$ cat config.mk
export PLATFORM = sky130hd
export DESIGN_NAME = swp_top
export DESIGN_NICKNAME = d
export VERILOG_FILES = /design/src/design/swp_pkg.sv /design/src/design/swp_top.sv
export VERILOG_INCLUDE_DIRS = /design/src /design/src/design
export SDC_FILE = /design/constraint.sdc
export NUM_CORES = 1
export LEC_CHECK = 0
export BUFFER_PORTS_ARGS = -buffer_cell sky130_fd_sc_hd__buf_2
export CELL_PAD_IN_SITES_DETAIL_PLACEMENT = 1
export CELL_PAD_IN_SITES_GLOBAL_PLACEMENT = 1
export CORE_ASPECT_RATIO = 1.4
export CORE_MARGIN = 2
export CORE_UTILIZATION = 50
export DETAILED_ROUTE_END_ITERATION = 6
export PLACE_DENSITY_LB_ADDON = 0.1
export SETUP_SLACK_MARGIN = 0.2
export SYNTH_ARGS = -nofsm -noshare
export SYNTH_HDL_FRONTEND = slang
export SYNTH_SLANG_ARGS = --single-unit
$ cat constraint.sdc
create_clock -name i_clk -period 12.9 [get_ports i_clk]
set_input_delay 1.935 -clock i_clk [delete_from_list [all_inputs] [get_ports i_clk]]
set_output_delay 1.935 -clock i_clk [all_outputs]
set_load 0.005 [all_outputs]
$ cat src/design/swp_defines.svh
// swp_defines.svh: offsets, fields, reset values and timings
// assumes: included by swp_top.sv and the bench, not by swp_pkg.sv; 125 MHz clock
`ifndef SWP_DEFINES_SVH
`define SWP_DEFINES_SVH

// ****************************************
// register indices (byte address = 4 * index)
// ****************************************
`define SWP_IDX_CLKMD   6'h03
`define SWP_IDX_PA_DATA 6'h04
`define SWP_IDX_PA_DIR  6'h05
`define SWP_IDX_PA_PU   6'h06
`define SWP_IDX_PA_DIER 6'h07
`define SWP_IDX_PB_DATA 6'h08
`define SWP_IDX_PB_DIR  6'h09
`define SWP_IDX_PB_PU   6'h0A
`define SWP_IDX_PB_DIER 6'h0B
`define SWP_IDX_MISC    6'h0C
`define SWP_IDX_TMR     6'h0D
`define SWP_IDX_SUSP    6'h0E
`define SWP_IDX_STAT    6'h0F

// ****************************************
// field positions and reset values
// ****************************************
`define SWP_CLKMD_WDT_EN  1
`define SWP_CLKMD_SLOW_EN 2
`define SWP_CLKMD_FAST_EN 4
`define SWP_MISC_FAST_WK  5
`define SWP_MISC_EXT_EN   6
`define SWP_TMR_RUN       7
`define SWP_CLKMD_RST     8'hF6
`define SWP_MISC_RST      8'h00
`define SWP_TMR_RST       8'h00
`define SWP_CMD_SAVE      8'h01
`define SWP_CMD_DOWN      8'h02
`define SWP_SRC_SYS       2'h0
`define SWP_SRC_FAST      2'h1
`define SWP_SRC_SLOW      2'h2
`define SWP_SRC_EXT       2'h3
`define SWP_TMR_BIT_BASE  4'h8

// ****************************************
// timing
// ****************************************
`define SWP_NORMAL_WAKE_TICKS 16'h0400
`define SWP_FAST_WAKE_TICKS   16'h0080
`define SWP_CLK_MHZ           125
`define SWP_FAST_STAB_NS      2000
`define SWP_SLOW_STAB_NS      8000

`endif

$ cat src/design/swp_pkg.sv
// swp_pkg: types shared by the suspend and wake-up block
// assumes: nothing from swp_defines.svh; the package uses no macros
package swp_pkg;
  // suspend sequencer states, one-hot
  typedef enum logic [3:0] {
    SWP_ON   = 4'h1,
    SWP_SAVE = 4'h2,
    SWP_DOWN = 4'h4,
    SWP_WAKE = 4'h8
  } swp_state_t;
endpackage : swp_pkg

$ cat src/design/swp_top.sv
// swp_top: suspend / wake-up sequencer with two 8-bit io ports
// assumes: osc ticks are one-cycle strobes on i_clk; pads are async
//
// Operation
// - power-save timer wake after 256 fast clocks when bit 8 selected
// - deep-sleep command enters power-down, stopping oscillators and memory
// - power-down keeps all data memory and registers unchanged
// - input pin with digital enable clear cannot wake
// - power-down wakes on pins only; power-save on pins or timer
// - normal wake resumes after 1024 slow oscillator periods
// - fast wake from power-save resumes after 128 system clocks
// - fast wake from power-down adds oscillator stabilisation time
// - external oscillator enabled forces 1024 slow periods wake
// - fast wake switches watchdog clock to system clock
// - pin wake continues with instruction after suspend
// - direction 0 input with pull-up bit; 1 drives data bit
// - pin driven low has pull-up off
// - port read gives pad for inputs, data register for outputs
// - open-drain pin only pulls low or releases
// - power-save gates system clock and program memory; oscillators keep running
//
// Register access over Avalon-MM was chosen for this implementation.
`timescale 1ns/1ns
`include "swp_defines.svh"
`default_nettype none

module swp_top
  import swp_pkg::*;
(
  // clock, reset, enable
  input  wire logic        i_clk,
  input  wire logic        i_rst_n,
  input  wire logic        i_ce,
  // avalon-mm slave
  input  wire logic [7:0]  i_avs_address,
  input  wire logic        i_avs_read,
  input  wire logic        i_avs_write,
  input  wire logic [31:0] i_avs_writedata,
  output logic [31:0]      o_avs_readdata,
  output logic             o_avs_waitrequest,
  // oscillator period strobes
  input  wire logic        i_sys_tick,
  input  wire logic        i_fast_tick,
  input  wire logic        i_slow_tick,
  input  wire logic        i_ext_tick,
  // port a pins
  input  wire logic [7:0]  i_pa_pad,
  output logic [7:0]       o_pa_out,
  output logic [7:0]       o_pa_oe,
  output logic [7:0]       o_pa_pullup,
  // port b pins
  input  wire logic [7:0]  i_pb_pad,
  output logic [7:0]       o_pb_out,
  output logic [7:0]       o_pb_oe,
  output logic [7:0]       o_pb_pullup,
  // power and clock controls
  output logic             o_sys_clk_en,
  output logic             o_fast_osc_en,
  output logic             o_slow_osc_en,
  output logic             o_ext_osc_en,
  output logic             o_prog_mem_en,
  output logic             o_wdt_clk_sys
);

  // ****************************************
  // constants
  // ****************************************
  localparam logic [15:0] FAST_STAB_CYC = 16'((`SWP_FAST_STAB_NS * `SWP_CLK_MHZ + 999) / 1000);
  localparam logic [15:0] SLOW_STAB_CYC = 16'((`SWP_SLOW_STAB_NS * `SWP_CLK_MHZ + 999) / 1000);

  // ****************************************
  // helpers
  // ****************************************
  // pad level for inputs, data bit for outputs
  function automatic logic [7:0] port_rd(input logic [7:0] dir, input logic [7:0] dat, input logic [7:0] pad);
    port_rd = (dir & dat) | (~dir & pad);
  endfunction : port_rd

  // pull-up never on while driving low
  function automatic logic [7:0] pull_en(input logic [7:0] dir, input logic [7:0] dat, input logic [7:0] pu);
    pull_en = pu & ~(dir & ~dat);
  endfunction : pull_en

  // toggle on a digital input that may wake
  function automatic logic pin_wake(
    input logic [7:0] dir, input logic [7:0] dier, input logic [7:0] now, input logic [7:0] was);
    pin_wake = |((now ^ was) & ~dir & dier);
  endfunction : pin_wake

  // ****************************************
  // reset release
  // ****************************************
  logic [1:0] rst_sync;
  logic       rst_n;

  always_ff @(posedge i_clk or negedge i_rst_n) begin
    if (!i_rst_n) begin
      rst_sync <= 2'h0;
    end else begin
      rst_sync <= {rst_sync[0], 1'b1};
    end
  end
  assign rst_n = rst_sync[1];

  // ****************************************
  // pad synchronisers
  // ****************************************
  logic [7:0] pa_s1, pa_s2, pa_s3, pb_s1, pb_s2, pb_s3;

  // third stage only for toggle detection
  always_ff @(posedge i_clk or negedge rst_n) begin
    if (!rst_n) begin
      pa_s1 <= 8'h00;
      pa_s2 <= 8'h00;
      pa_s3 <= 8'h00;
      pb_s1 <= 8'h00;
      pb_s2 <= 8'h00;
      pb_s3 <= 8'h00;
    end else if (i_ce) begin
      pa_s1 <= i_pa_pad;
      pa_s2 <= pa_s1;
      pa_s3 <= pa_s2;
      pb_s1 <= i_pb_pad;
      pb_s2 <= pb_s1;
      pb_s3 <= pb_s2;
    end
  end

  // ****************************************
  // registers
  // ****************************************
  logic [7:0] clkmd, misc, tmr_cfg;
  logic [7:0] pa_data, pa_dir, pa_pu, pa_dier;
  logic [7:0] pb_data, pb_dir, pb_pu, pb_dier;
  logic       ack, req, wr_go;
  logic [5:0] idx;
  swp_state_t state;
  logic       fast_wk;

  assign req     = i_avs_read | i_avs_write;
  assign idx     = i_avs_address[7:2];
  assign wr_go   = i_avs_write & ack & (state == SWP_ON);
  assign fast_wk = misc[`SWP_MISC_FAST_WK] & ~misc[`SWP_MISC_EXT_EN];
  // one wait state, answer on the second edge
  assign o_avs_waitrequest = req & ~ack;

  always_ff @(posedge i_clk or negedge rst_n) begin
    if (!rst_n) begin
      ack <= 1'b0;
    end else if (i_ce) begin
      ack <= req & ~ack;
    end
  end

  // writes only while running; suspended contents stay put
  always_ff @(posedge i_clk or negedge rst_n) begin
    if (!rst_n) begin
      clkmd   <= `SWP_CLKMD_RST;
      misc    <= `SWP_MISC_RST;
      pa_data <= 8'h00;
      pa_dir  <= 8'h00;
      pa_pu   <= 8'h00;
      pa_dier <= 8'hFF;
      pb_data <= 8'h00;
      pb_dir  <= 8'h00;
      pb_pu   <= 8'h00;
      pb_dier <= 8'hFF;
    end else if (i_ce && wr_go) begin
      case (idx)
        `SWP_IDX_CLKMD:   clkmd   <= i_avs_writedata[7:0];
        `SWP_IDX_MISC:    misc    <= i_avs_writedata[7:0];
        `SWP_IDX_PA_DATA: pa_data <= i_avs_writedata[7:0];
        `SWP_IDX_PA_DIR:  pa_dir  <= i_avs_writedata[7:0];
        `SWP_IDX_PA_PU:   pa_pu   <= i_avs_writedata[7:0];
        `SWP_IDX_PA_DIER: pa_dier <= i_avs_writedata[7:0];
        `SWP_IDX_PB_DATA: pb_data <= i_avs_writedata[7:0];
        `SWP_IDX_PB_DIR:  pb_dir  <= i_avs_writedata[7:0];
        `SWP_IDX_PB_PU:   pb_pu   <= i_avs_writedata[7:0];
        `SWP_IDX_PB_DIER: pb_dier <= i_avs_writedata[7:0];
        default: ;
      endcase
    end
  end

  // ****************************************
  // wake-capable timer
  // ****************************************
  logic [15:0] tmr_cnt;
  logic        tmr_tick, tmr_bit, tmr_bit_q;
  logic [3:0]  tmr_sel;

  assign tmr_sel = `SWP_TMR_BIT_BASE + {1'b0, tmr_cfg[2:0]};
  assign tmr_bit = tmr_cnt[tmr_sel];

  // sys source stalls while the system clock is gated
  always_comb begin
    case (tmr_cfg[4:3])
      `SWP_SRC_SYS:  tmr_tick = i_sys_tick & (state == SWP_ON);
      `SWP_SRC_FAST: tmr_tick = i_fast_tick & o_fast_osc_en;
      `SWP_SRC_SLOW: tmr_tick = i_slow_tick & o_slow_osc_en;
      default:       tmr_tick = i_ext_tick & o_ext_osc_en;
    endcase
  end

  // writing the config restarts the count from zero
  always_ff @(posedge i_clk or negedge rst_n) begin
    if (!rst_n) begin
      tmr_cfg   <= `SWP_TMR_RST;
      tmr_cnt   <= 16'h0000;
      tmr_bit_q <= 1'b0;
    end else if (i_ce) begin
      tmr_bit_q <= tmr_bit;
      if (wr_go && idx == `SWP_IDX_TMR) begin
        tmr_cfg <= i_avs_writedata[7:0];
        tmr_cnt <= 16'h0000;
      end else if (tmr_cfg[`SWP_TMR_RUN] && tmr_tick) begin
        tmr_cnt <= tmr_cnt + 16'h0001;
      end
    end
  end

  // ****************************************
  // suspend sequencer
  // ****************************************
  logic        from_down, stab_done, pin_ev, tmr_ev;
  logic [15:0] wk_cnt;
  logic [1:0]  wake_cause;

  assign pin_ev = pin_wake(pa_dir, pa_dier, pa_s2, pa_s3) |
                  pin_wake(pb_dir, pb_dier, pb_s2, pb_s3);
  assign tmr_ev = tmr_bit & ~tmr_bit_q;

  always_ff @(posedge i_clk or negedge rst_n) begin
    if (!rst_n) begin
      state      <= SWP_ON;
      from_down  <= 1'b0;
      stab_done  <= 1'b0;
      wk_cnt     <= 16'h0000;
      wake_cause <= 2'h0;
    end else if (i_ce) begin
      case (state)
        SWP_ON: begin
          if (wr_go && idx == `SWP_IDX_SUSP) begin
            if (i_avs_writedata[7:0] == `SWP_CMD_DOWN) begin
              state     <= SWP_DOWN;
              from_down <= 1'b1;
            end else if (i_avs_writedata[7:0] == `SWP_CMD_SAVE) begin
              state     <= SWP_SAVE;
              from_down <= 1'b0;
            end
          end
        end
        SWP_SAVE: begin
          if (pin_ev || tmr_ev) begin
            state      <= SWP_WAKE;
            stab_done  <= 1'b1;
            wk_cnt     <= 16'h0000;
            wake_cause <= {tmr_ev & ~pin_ev, pin_ev};
          end
        end
        SWP_DOWN: begin
          if (pin_ev) begin
            state      <= SWP_WAKE;
            stab_done  <= ~fast_wk;
            wk_cnt     <= 16'h0000;
            wake_cause <= 2'h1;
          end
        end
        SWP_WAKE: begin
          // fast power-down wake: oscillator settle first, in i_clk cycles
          if (!stab_done) begin
            if (wk_cnt + 16'h0001 >= (clkmd[7:5] == 3'h7 ? SLOW_STAB_CYC : FAST_STAB_CYC)) begin
              stab_done <= 1'b1;
              wk_cnt    <= 16'h0000;
            end else begin
              wk_cnt <= wk_cnt + 16'h0001;
            end
          end else if (fast_wk ? i_sys_tick : i_slow_tick) begin
            if (wk_cnt + 16'h0001 >= (fast_wk ? `SWP_FAST_WAKE_TICKS : `SWP_NORMAL_WAKE_TICKS)) begin
              state <= SWP_ON;
            end else begin
              wk_cnt <= wk_cnt + 16'h0001;
            end
          end
        end
        default: state <= SWP_ON;
      endcase
    end
  end

  // ****************************************
  // power controls
  // ****************************************
  // only power-down stops oscillators; program memory is off whenever not running
  always_ff @(posedge i_clk or negedge rst_n) begin
    if (!rst_n) begin
      o_sys_clk_en  <= 1'b1;
      o_fast_osc_en <= 1'b0;
      o_slow_osc_en <= 1'b1;
      o_ext_osc_en  <= 1'b0;
      o_prog_mem_en <= 1'b1;
      o_wdt_clk_sys <= 1'b0;
    end else if (i_ce) begin
      o_sys_clk_en  <= (state == SWP_ON);
      o_fast_osc_en <= clkmd[`SWP_CLKMD_FAST_EN] & (state != SWP_DOWN);
      o_slow_osc_en <= clkmd[`SWP_CLKMD_SLOW_EN] & (state != SWP_DOWN);
      o_ext_osc_en  <= misc[`SWP_MISC_EXT_EN] & (state != SWP_DOWN);
      o_prog_mem_en <= (state == SWP_ON);
      o_wdt_clk_sys <= fast_wk;
    end
  end

  // ****************************************
  // pin drivers
  // ****************************************
  // open-drain pin drives only a low level
  always_ff @(posedge i_clk or negedge rst_n) begin
    if (!rst_n) begin
      o_pa_out    <= 8'h00;
      o_pa_oe     <= 8'h00;
      o_pa_pullup <= 8'h00;
      o_pb_out    <= 8'h00;
      o_pb_oe     <= 8'h00;
      o_pb_pullup <= 8'h00;
    end else if (i_ce) begin
      o_pa_out        <= pa_data;
      o_pa_out[5]     <= 1'b0;
      o_pa_oe         <= pa_dir;
      o_pa_oe[5]      <= pa_dir[5] & ~pa_data[5];
      o_pa_pullup     <= pull_en(pa_dir, pa_data, pa_pu);
      o_pb_out        <= pb_data;
      o_pb_oe         <= pb_dir;
      o_pb_pullup     <= pull_en(pb_dir, pb_data, pb_pu);
    end
  end

  // ****************************************
  // read data
  // ****************************************
  // captured on the wait cycle, stands through the answer edge
  always_ff @(posedge i_clk or negedge rst_n) begin
    if (!rst_n) begin
      o_avs_readdata <= 32'h00000000;
    end else if (i_ce && i_avs_read && !ack) begin
      case (idx)
        `SWP_IDX_CLKMD:   o_avs_readdata <= {24'h000000, clkmd};
        `SWP_IDX_MISC:    o_avs_readdata <= {24'h000000, misc};
        `SWP_IDX_TMR:     o_avs_readdata <= {24'h000000, tmr_cfg};
        `SWP_IDX_PA_DATA: o_avs_readdata <= {24'h000000, port_rd(pa_dir, pa_data, pa_s2)};
        `SWP_IDX_PA_DIR:  o_avs_readdata <= {24'h000000, pa_dir};
        `SWP_IDX_PA_PU:   o_avs_readdata <= {24'h000000, pa_pu};
        `SWP_IDX_PA_DIER: o_avs_readdata <= {24'h000000, pa_dier};
        `SWP_IDX_PB_DATA: o_avs_readdata <= {24'h000000, port_rd(pb_dir, pb_data, pb_s2)};
        `SWP_IDX_PB_DIR:  o_avs_readdata <= {24'h000000, pb_dir};
        `SWP_IDX_PB_PU:   o_avs_readdata <= {24'h000000, pb_pu};
        `SWP_IDX_PB_DIER: o_avs_readdata <= {24'h000000, pb_dier};
        `SWP_IDX_STAT:    o_avs_readdata <= {16'h0000, tmr_cnt[7:0], o_wdt_clk_sys, from_down, wake_cause, state};
        default:          o_avs_readdata <= 32'h00000000;
      endcase
    end
  end

endmodule : swp_top

`default_nettype wire

Word level (Yosys, flattened, before mapping)
Index checks and enable logic that the tools add are counted.
{"block": "totals", "output_inout_bits": 87, "elab_cells": 187, "in_bits": 65, "register_bits": 264}
{"block": "op_classes", "magnitude_cmp": 3, "n_bitwise": 44, "n_eq_ne": 32, "n_mux": 35, "reduce_logical": 32, "n_addsub": 3}
{"operator": "$pmux 16 s12", "count": 1}
{"operator": "$mux 16", "count": 8}
{"operator": "$and 8x8->8", "count": 12}
{"operator": "$eq 6x4->1 const B", "count": 8}
{"operator": "$not 8->8", "count": 6}
{"operator": "$pmux 16 s3", "count": 1}
{"operator": "$add 16x1->16 const B", "count": 2}
{"operator": "$mux 4", "count": 8}
{"operator": "$eq 6x3->1 const B", "count": 4}
{"operator": "$reduce_and 2->1", "count": 12}
{"operator": "$ge 16x10->1", "count": 1}
{"operator": "$ge 16x11->1", "count": 1}
{"operator": "$or 8x8->8", "count": 2}
{"operator": "$pmux 4 s4", "count": 1}
{"operator": "$reduce_or 8->1", "count": 2}
{"operator": "$xor 8x8->8", "count": 2}
{"operator": "$and 1x1->1", "count": 14}
{"operator": "$ne 2x2->1 const B", "count": 6}
{"operator": "$reduce_and 4->1", "count": 3}
{"operator": "$mux 11", "count": 1}
{"operator": "$mux 10", "count": 1}
{"operator": "$ne 3x3->1 const B", "count": 3}
{"operator": "$eq 8x1->1 const B", "count": 1}
{"operator": "$eq 8x2->1 const B", "count": 1}
{"operator": "other kinds (26)", "count": 48}

Depth between registers and ports, before layout
{"block": "depth", "depth_word": 9, "depth_mapped": 14, "ltp_nobuf": 12}

Worst setup path before layout
Ideal clock, no wire load.
{"block": "synth_path", "kind": "input to output", "from": "in i_avs_write", "to": "out o_avs_waitrequest", "arrival_time_ns": 2.080, "required_time_ns": 10.965, "path_stages": 2, "setup_slack_ns": 8.885, "path_cell_list": "nor2_1 -> nor2_1"}
{"block": "synth_via", "elab_chain_len": 2}
{"item": "from (decl)", "line_no": "swp_top.sv:37", "source": "input wire logic i_avs_write,"}
{"item": "$or 1x1->1", "line_no": "swp_top.sv:140", "source": "assign req = i_avs_read | i_avs_write;"}
{"item": "$and 1x1->1", "line_no": "swp_top.sv:145", "source": "assign o_avs_waitrequest = req & ~ack;"}
{"item": "to (decl)", "line_no": "swp_top.sv:40", "source": "output logic o_avs_waitrequest,"}
No other way between the ends.

Worst setup path in the final report
{"block": "layout_path", "from": "in i_avs_address[4]", "to": "reg pa_data[1]"}
{"block": "layout_via", "elab_chain_len": 2}
{"item": "from (decl)", "line_no": "swp_top.sv:35", "source": "input wire logic [7:0] i_avs_address,"}
{"item": "$eq 6x3->1", "line_no": "swp_top.sv:169", "source": "case (idx)"}
{"item": "$reduce_and 2->1 (no line)"}
{"item": "to (signal assigned)", "line_no": "swp_top.sv:172", "source": "`SWP_IDX_PA_DATA: pa_data <= i_avs_writedata[7:0];"}
{"item": "to (decl)", "line_no": "swp_top.sv:133", "source": "logic [7:0] pa_data, pa_dir, pa_pu, pa_dier;"}
No other way between the ends.
A chain may end at the register's enable or synchronous reset.

==> metrics.md <==
| Metric | Value |
|---|---|
| Status | complete, no violations |
| Commonest non-fill, non-tap cells in the layout | dfrtp_1 (222), mux2_2 (156), buf_2 (107) |
| Worst R2R Start | wk_cnt[0]$_DFFE_PN0P_ |
| CTS root buf | clkbuf_16 |
| Ys Warns | 0 |
| Num CTS Buffers | 25 |
| WP buf/inv | 1 |
| CP max stage cell | nor2_1 |
| Vias in the first global route | 9,093 |
| Post-synthesis register bit count | 248 |
| Mean post-synth cell area | 11.73 sq um |
| Clk_lat worst skew | 0.53 ns |
| Min-delay src | rst_sync[0]$_DFF_PN0_ |
| Share of async-settable or async-resettable flops after synthesis | 1.000 |
| Placer congestion estimate | 0.8938 |
| Worst vdd ir | 115.6 uV |
| Biggest area consumer among synthesized cells | dfrtp_1 |
| Via Count | 8,489 |
| Rel. slew slack | 0.1276 |
| Gr ovfl total | 0 |
| Final min period | 4.713 ns |
| Seq/Total Area, Yosys | 0.5303 |
| LEAKAGE | 5.927 nW |
| Port Buffers | 108 |
| Kind of cell adding the most delay to the critical path | simple AND/OR/NAND/NOR gates |
| Die Area | 24,790 sq um |
| Number of enable flip-flop cells after synthesis | 0 |
| Most Crowded Layer GR | met2 |
| Grt met2 use | 0.4926 |
| FP Rows | 66 |
| First-pass GRT wire length | 53,050 um |
| ANT cells | 0 |
| Core Area | 23,200 sq um |
| Total GRT Usage | 0.2784 |
| FF/Latch Area | 6241 sq um |
| Final hold vios | 0 |
| Post-DP HPWL | 23,480 um |
| Clk_skew | 0.01200 ns |
| Synth Cell Area | 11,760 sq um |
| Hold crit path type | register to register |
| Post-CTS Hold Buffers | 0 |
| Top Registers | o_avs_readdata: 16 flops, tmr_cnt: 16 flops, wk_cnt: 16 flops |
| H-tree Lvls | 1 |
| Iteration-0 DRC Markers | 508 |
| Reg2Reg Setup Slack | 9.16 ns |
| Layout fillers | 2,476 |
| Initial Util | 0.5069 |
| Crit. End Element | register |
| Max Clock Freq | 212.2 MHz |
| Cts repair resizes | 0 |
| Io pins | 152 |
| RSZ-0062 raised after global routing | no |
| Vias/cell | 5.987 |
| Area after DPL | 12,470 sq um |
| Reg2reg end | wk_cnt[0]$_DFFE_PN0P_ |
| Placed cell count | 1,372 |
| Max_cap viols | 0 |
| Routed wire per std cell | 23.84 um |
| Max clock buf depth | 3 |
| Drt total wl | 33,800 um |
| Final number of max-transition violations | 0 |
| Non-Filler Instances | 1,418 |
| Multi-input combinational cell area | 5080 sq um |
| Commonest non-fill, non-tap cell in the layout | dfrtp_1 |
| Total power | 1.886 mW |
| Share of the synthesized area in the top cell type | 0.4744 |
| M1 GR Usage | 0.3511 |
| Worst min-delay path endpoint | rst_sync[1]$_DFF_PN0_ |
| DRC violations left | 0 |
| DRT Pass-1 Iters | 5 |
| Final setup fails | 0 |
| Leading post-synthesis cells by cell area | dfrtp_1 (47%), mux2_2 (15%), dfstp_2 (5.6%), xor2_1 (2.3%), o21ai_0 (2.1%) |
| Peak fanout along the critical path | 10 |
| Hold depth | 0 |
| Reg2reg path depth | 11 |
| Worst endpoint required time | 13.32 ns |
| Worst Tran Pin Value | 1.304 ns |
| Max stage delay on crit path | 1.07 ns |
| Post CTS Setup Buffer Count | 0 |
| Setup CP Type | input port to register |
| Pin count of the biggest net entering global routing | 77 |
| Layout area overhead | 13.04% |
| Final TNS setup | 0 ns |
| Chip Height | 185.5 um |
| CP Data Arrival Time | 5.13 ns |
| Cells along the critical path | buf_2, nor2b_1, nand2_1, nor2_1, mux2_2 |
| Power per Cell Area | 141.8 nW/um^2 |
| Grt met3 use | 0.03377 |
| Clock tree from TritonCTS | yes |
| Share of cells above drive strength 1 | 0.3165 |
| Final antenna-violating net count | 0 |
| Die width | 133.6 um |
| Predominant post-synthesis flop cell | dfrtp_1 |
| Cell count after synthesis | 1,003 |
| Startpoint types | input port |
| Nets | 1,166 |
| Clk sinks | 248 |
| Distinct cells, synth | 69 |
| Fin crit share | 0.3653 |
| Clock slew seen by the registers of the worst setup and hold paths | 0.06 ns |
| Initial antenna violation count | 1 |
| Fin area | 13,300 sq um |
-- synth_stat cells (10+ instances only) --
library cell / n
o2111ai_1: 18
buf_2: 12
xnor2_1: 10
nor2_1: 39
o21ai_0: 49
o211ai_1: 18
inv_1: 46
clkbuf_1: 34
nor3b_1: 19
nand2_1: 63
dfrtp_1: 223
nand4_1: 12
a22oi_1: 17
nand3_1: 30
xor2_1: 31
mux2_2: 156
buf_4: 18
nor2b_1: 15
dfstp_2: 25
nor3_1: 12
-- metrics by stage --
step	hold WS (ns)	setup slack, ns	util
detailed placement	0.3463	7.877	0.5375
global placement	0.3374	7.897	0.5375
global route	0.3841	8.210	0.5730
CTS	0.3683	8.395	0.5730
finish	0.3639	8.187	0.5730
floorplan	0.3312	5.521	-
-- area by class of cell --
| class | count | share of cell area |
|---|---|---|
| clock buffers | 34 | 0.05110 |
| inverters | 46 | 0.01299 |
| multi-input cells | 657 | 0.3820 |
| repair buffers | 115 | 0.04479 |
| well taps | 306 | 0.02879 |
| clock inverters | 12 | 0.01092 |
| flip-flops and latches | 248 | 0.4694 |
-- power by group --
part / switching, mW / internal [mW] / total (mW) / leakage [nW]
clock: 0.312 / 0.431 / 0.742 / 0.405
combinational: 0.121 / 0.0981 / 0.219 / 2.43
sequential: 0.0834 / 0.840 / 0.924 / 3.09
total: 0.517 / 1.37 / 1.89 / 5.93
-- how the worst max path moves through the flow --
stage	depth (start not counted)	end	slack (ns)	startpoint
after floorplan	0	ack$_DFFE_PN0P_	5.52	rst_sync[1]$_DFF_PN0_
after global placement	5	pb_data[0]$_DFFE_PN0P_	7.90	i_avs_address[5]
after detailed placement	5	pb_data[7]$_DFFE_PN0P_	7.88	i_avs_address[5]
after CTS	5	pb_data[7]$_DFFE_PN0P_	8.40	i_avs_address[5]
after global routing	7	o_avs_readdata[13]$_DFFE_PN0P_	8.21	i_ce
final	5	pa_data[1]$_DFFE_PN0P_	8.19	i_avs_address[4]
-- metal layers --
metal / vias up / wire (um)
met2: 218 / 17140
met3: 80 / 1435
met4: 0 / 1398
met1: 4374 / 13820
li1: 3817 / -
met5: - / 0
-- logic make-up (layout without fill, tap and decap cells) --
logic type,Yosys count,in the layout,synth area share
compound gates,184,184,0.1153
xor+xnor,41,41,0.03053
fa+ha+maj,8,8,0.008510
buf+inv,114,207,0.04340
flops,248,248,0.5303
mux,162,162,0.1572
other cells,2,18,0.0006385
simple gates,244,244,0.1141
Note: power is estimated with default switching activity, not from simulation.
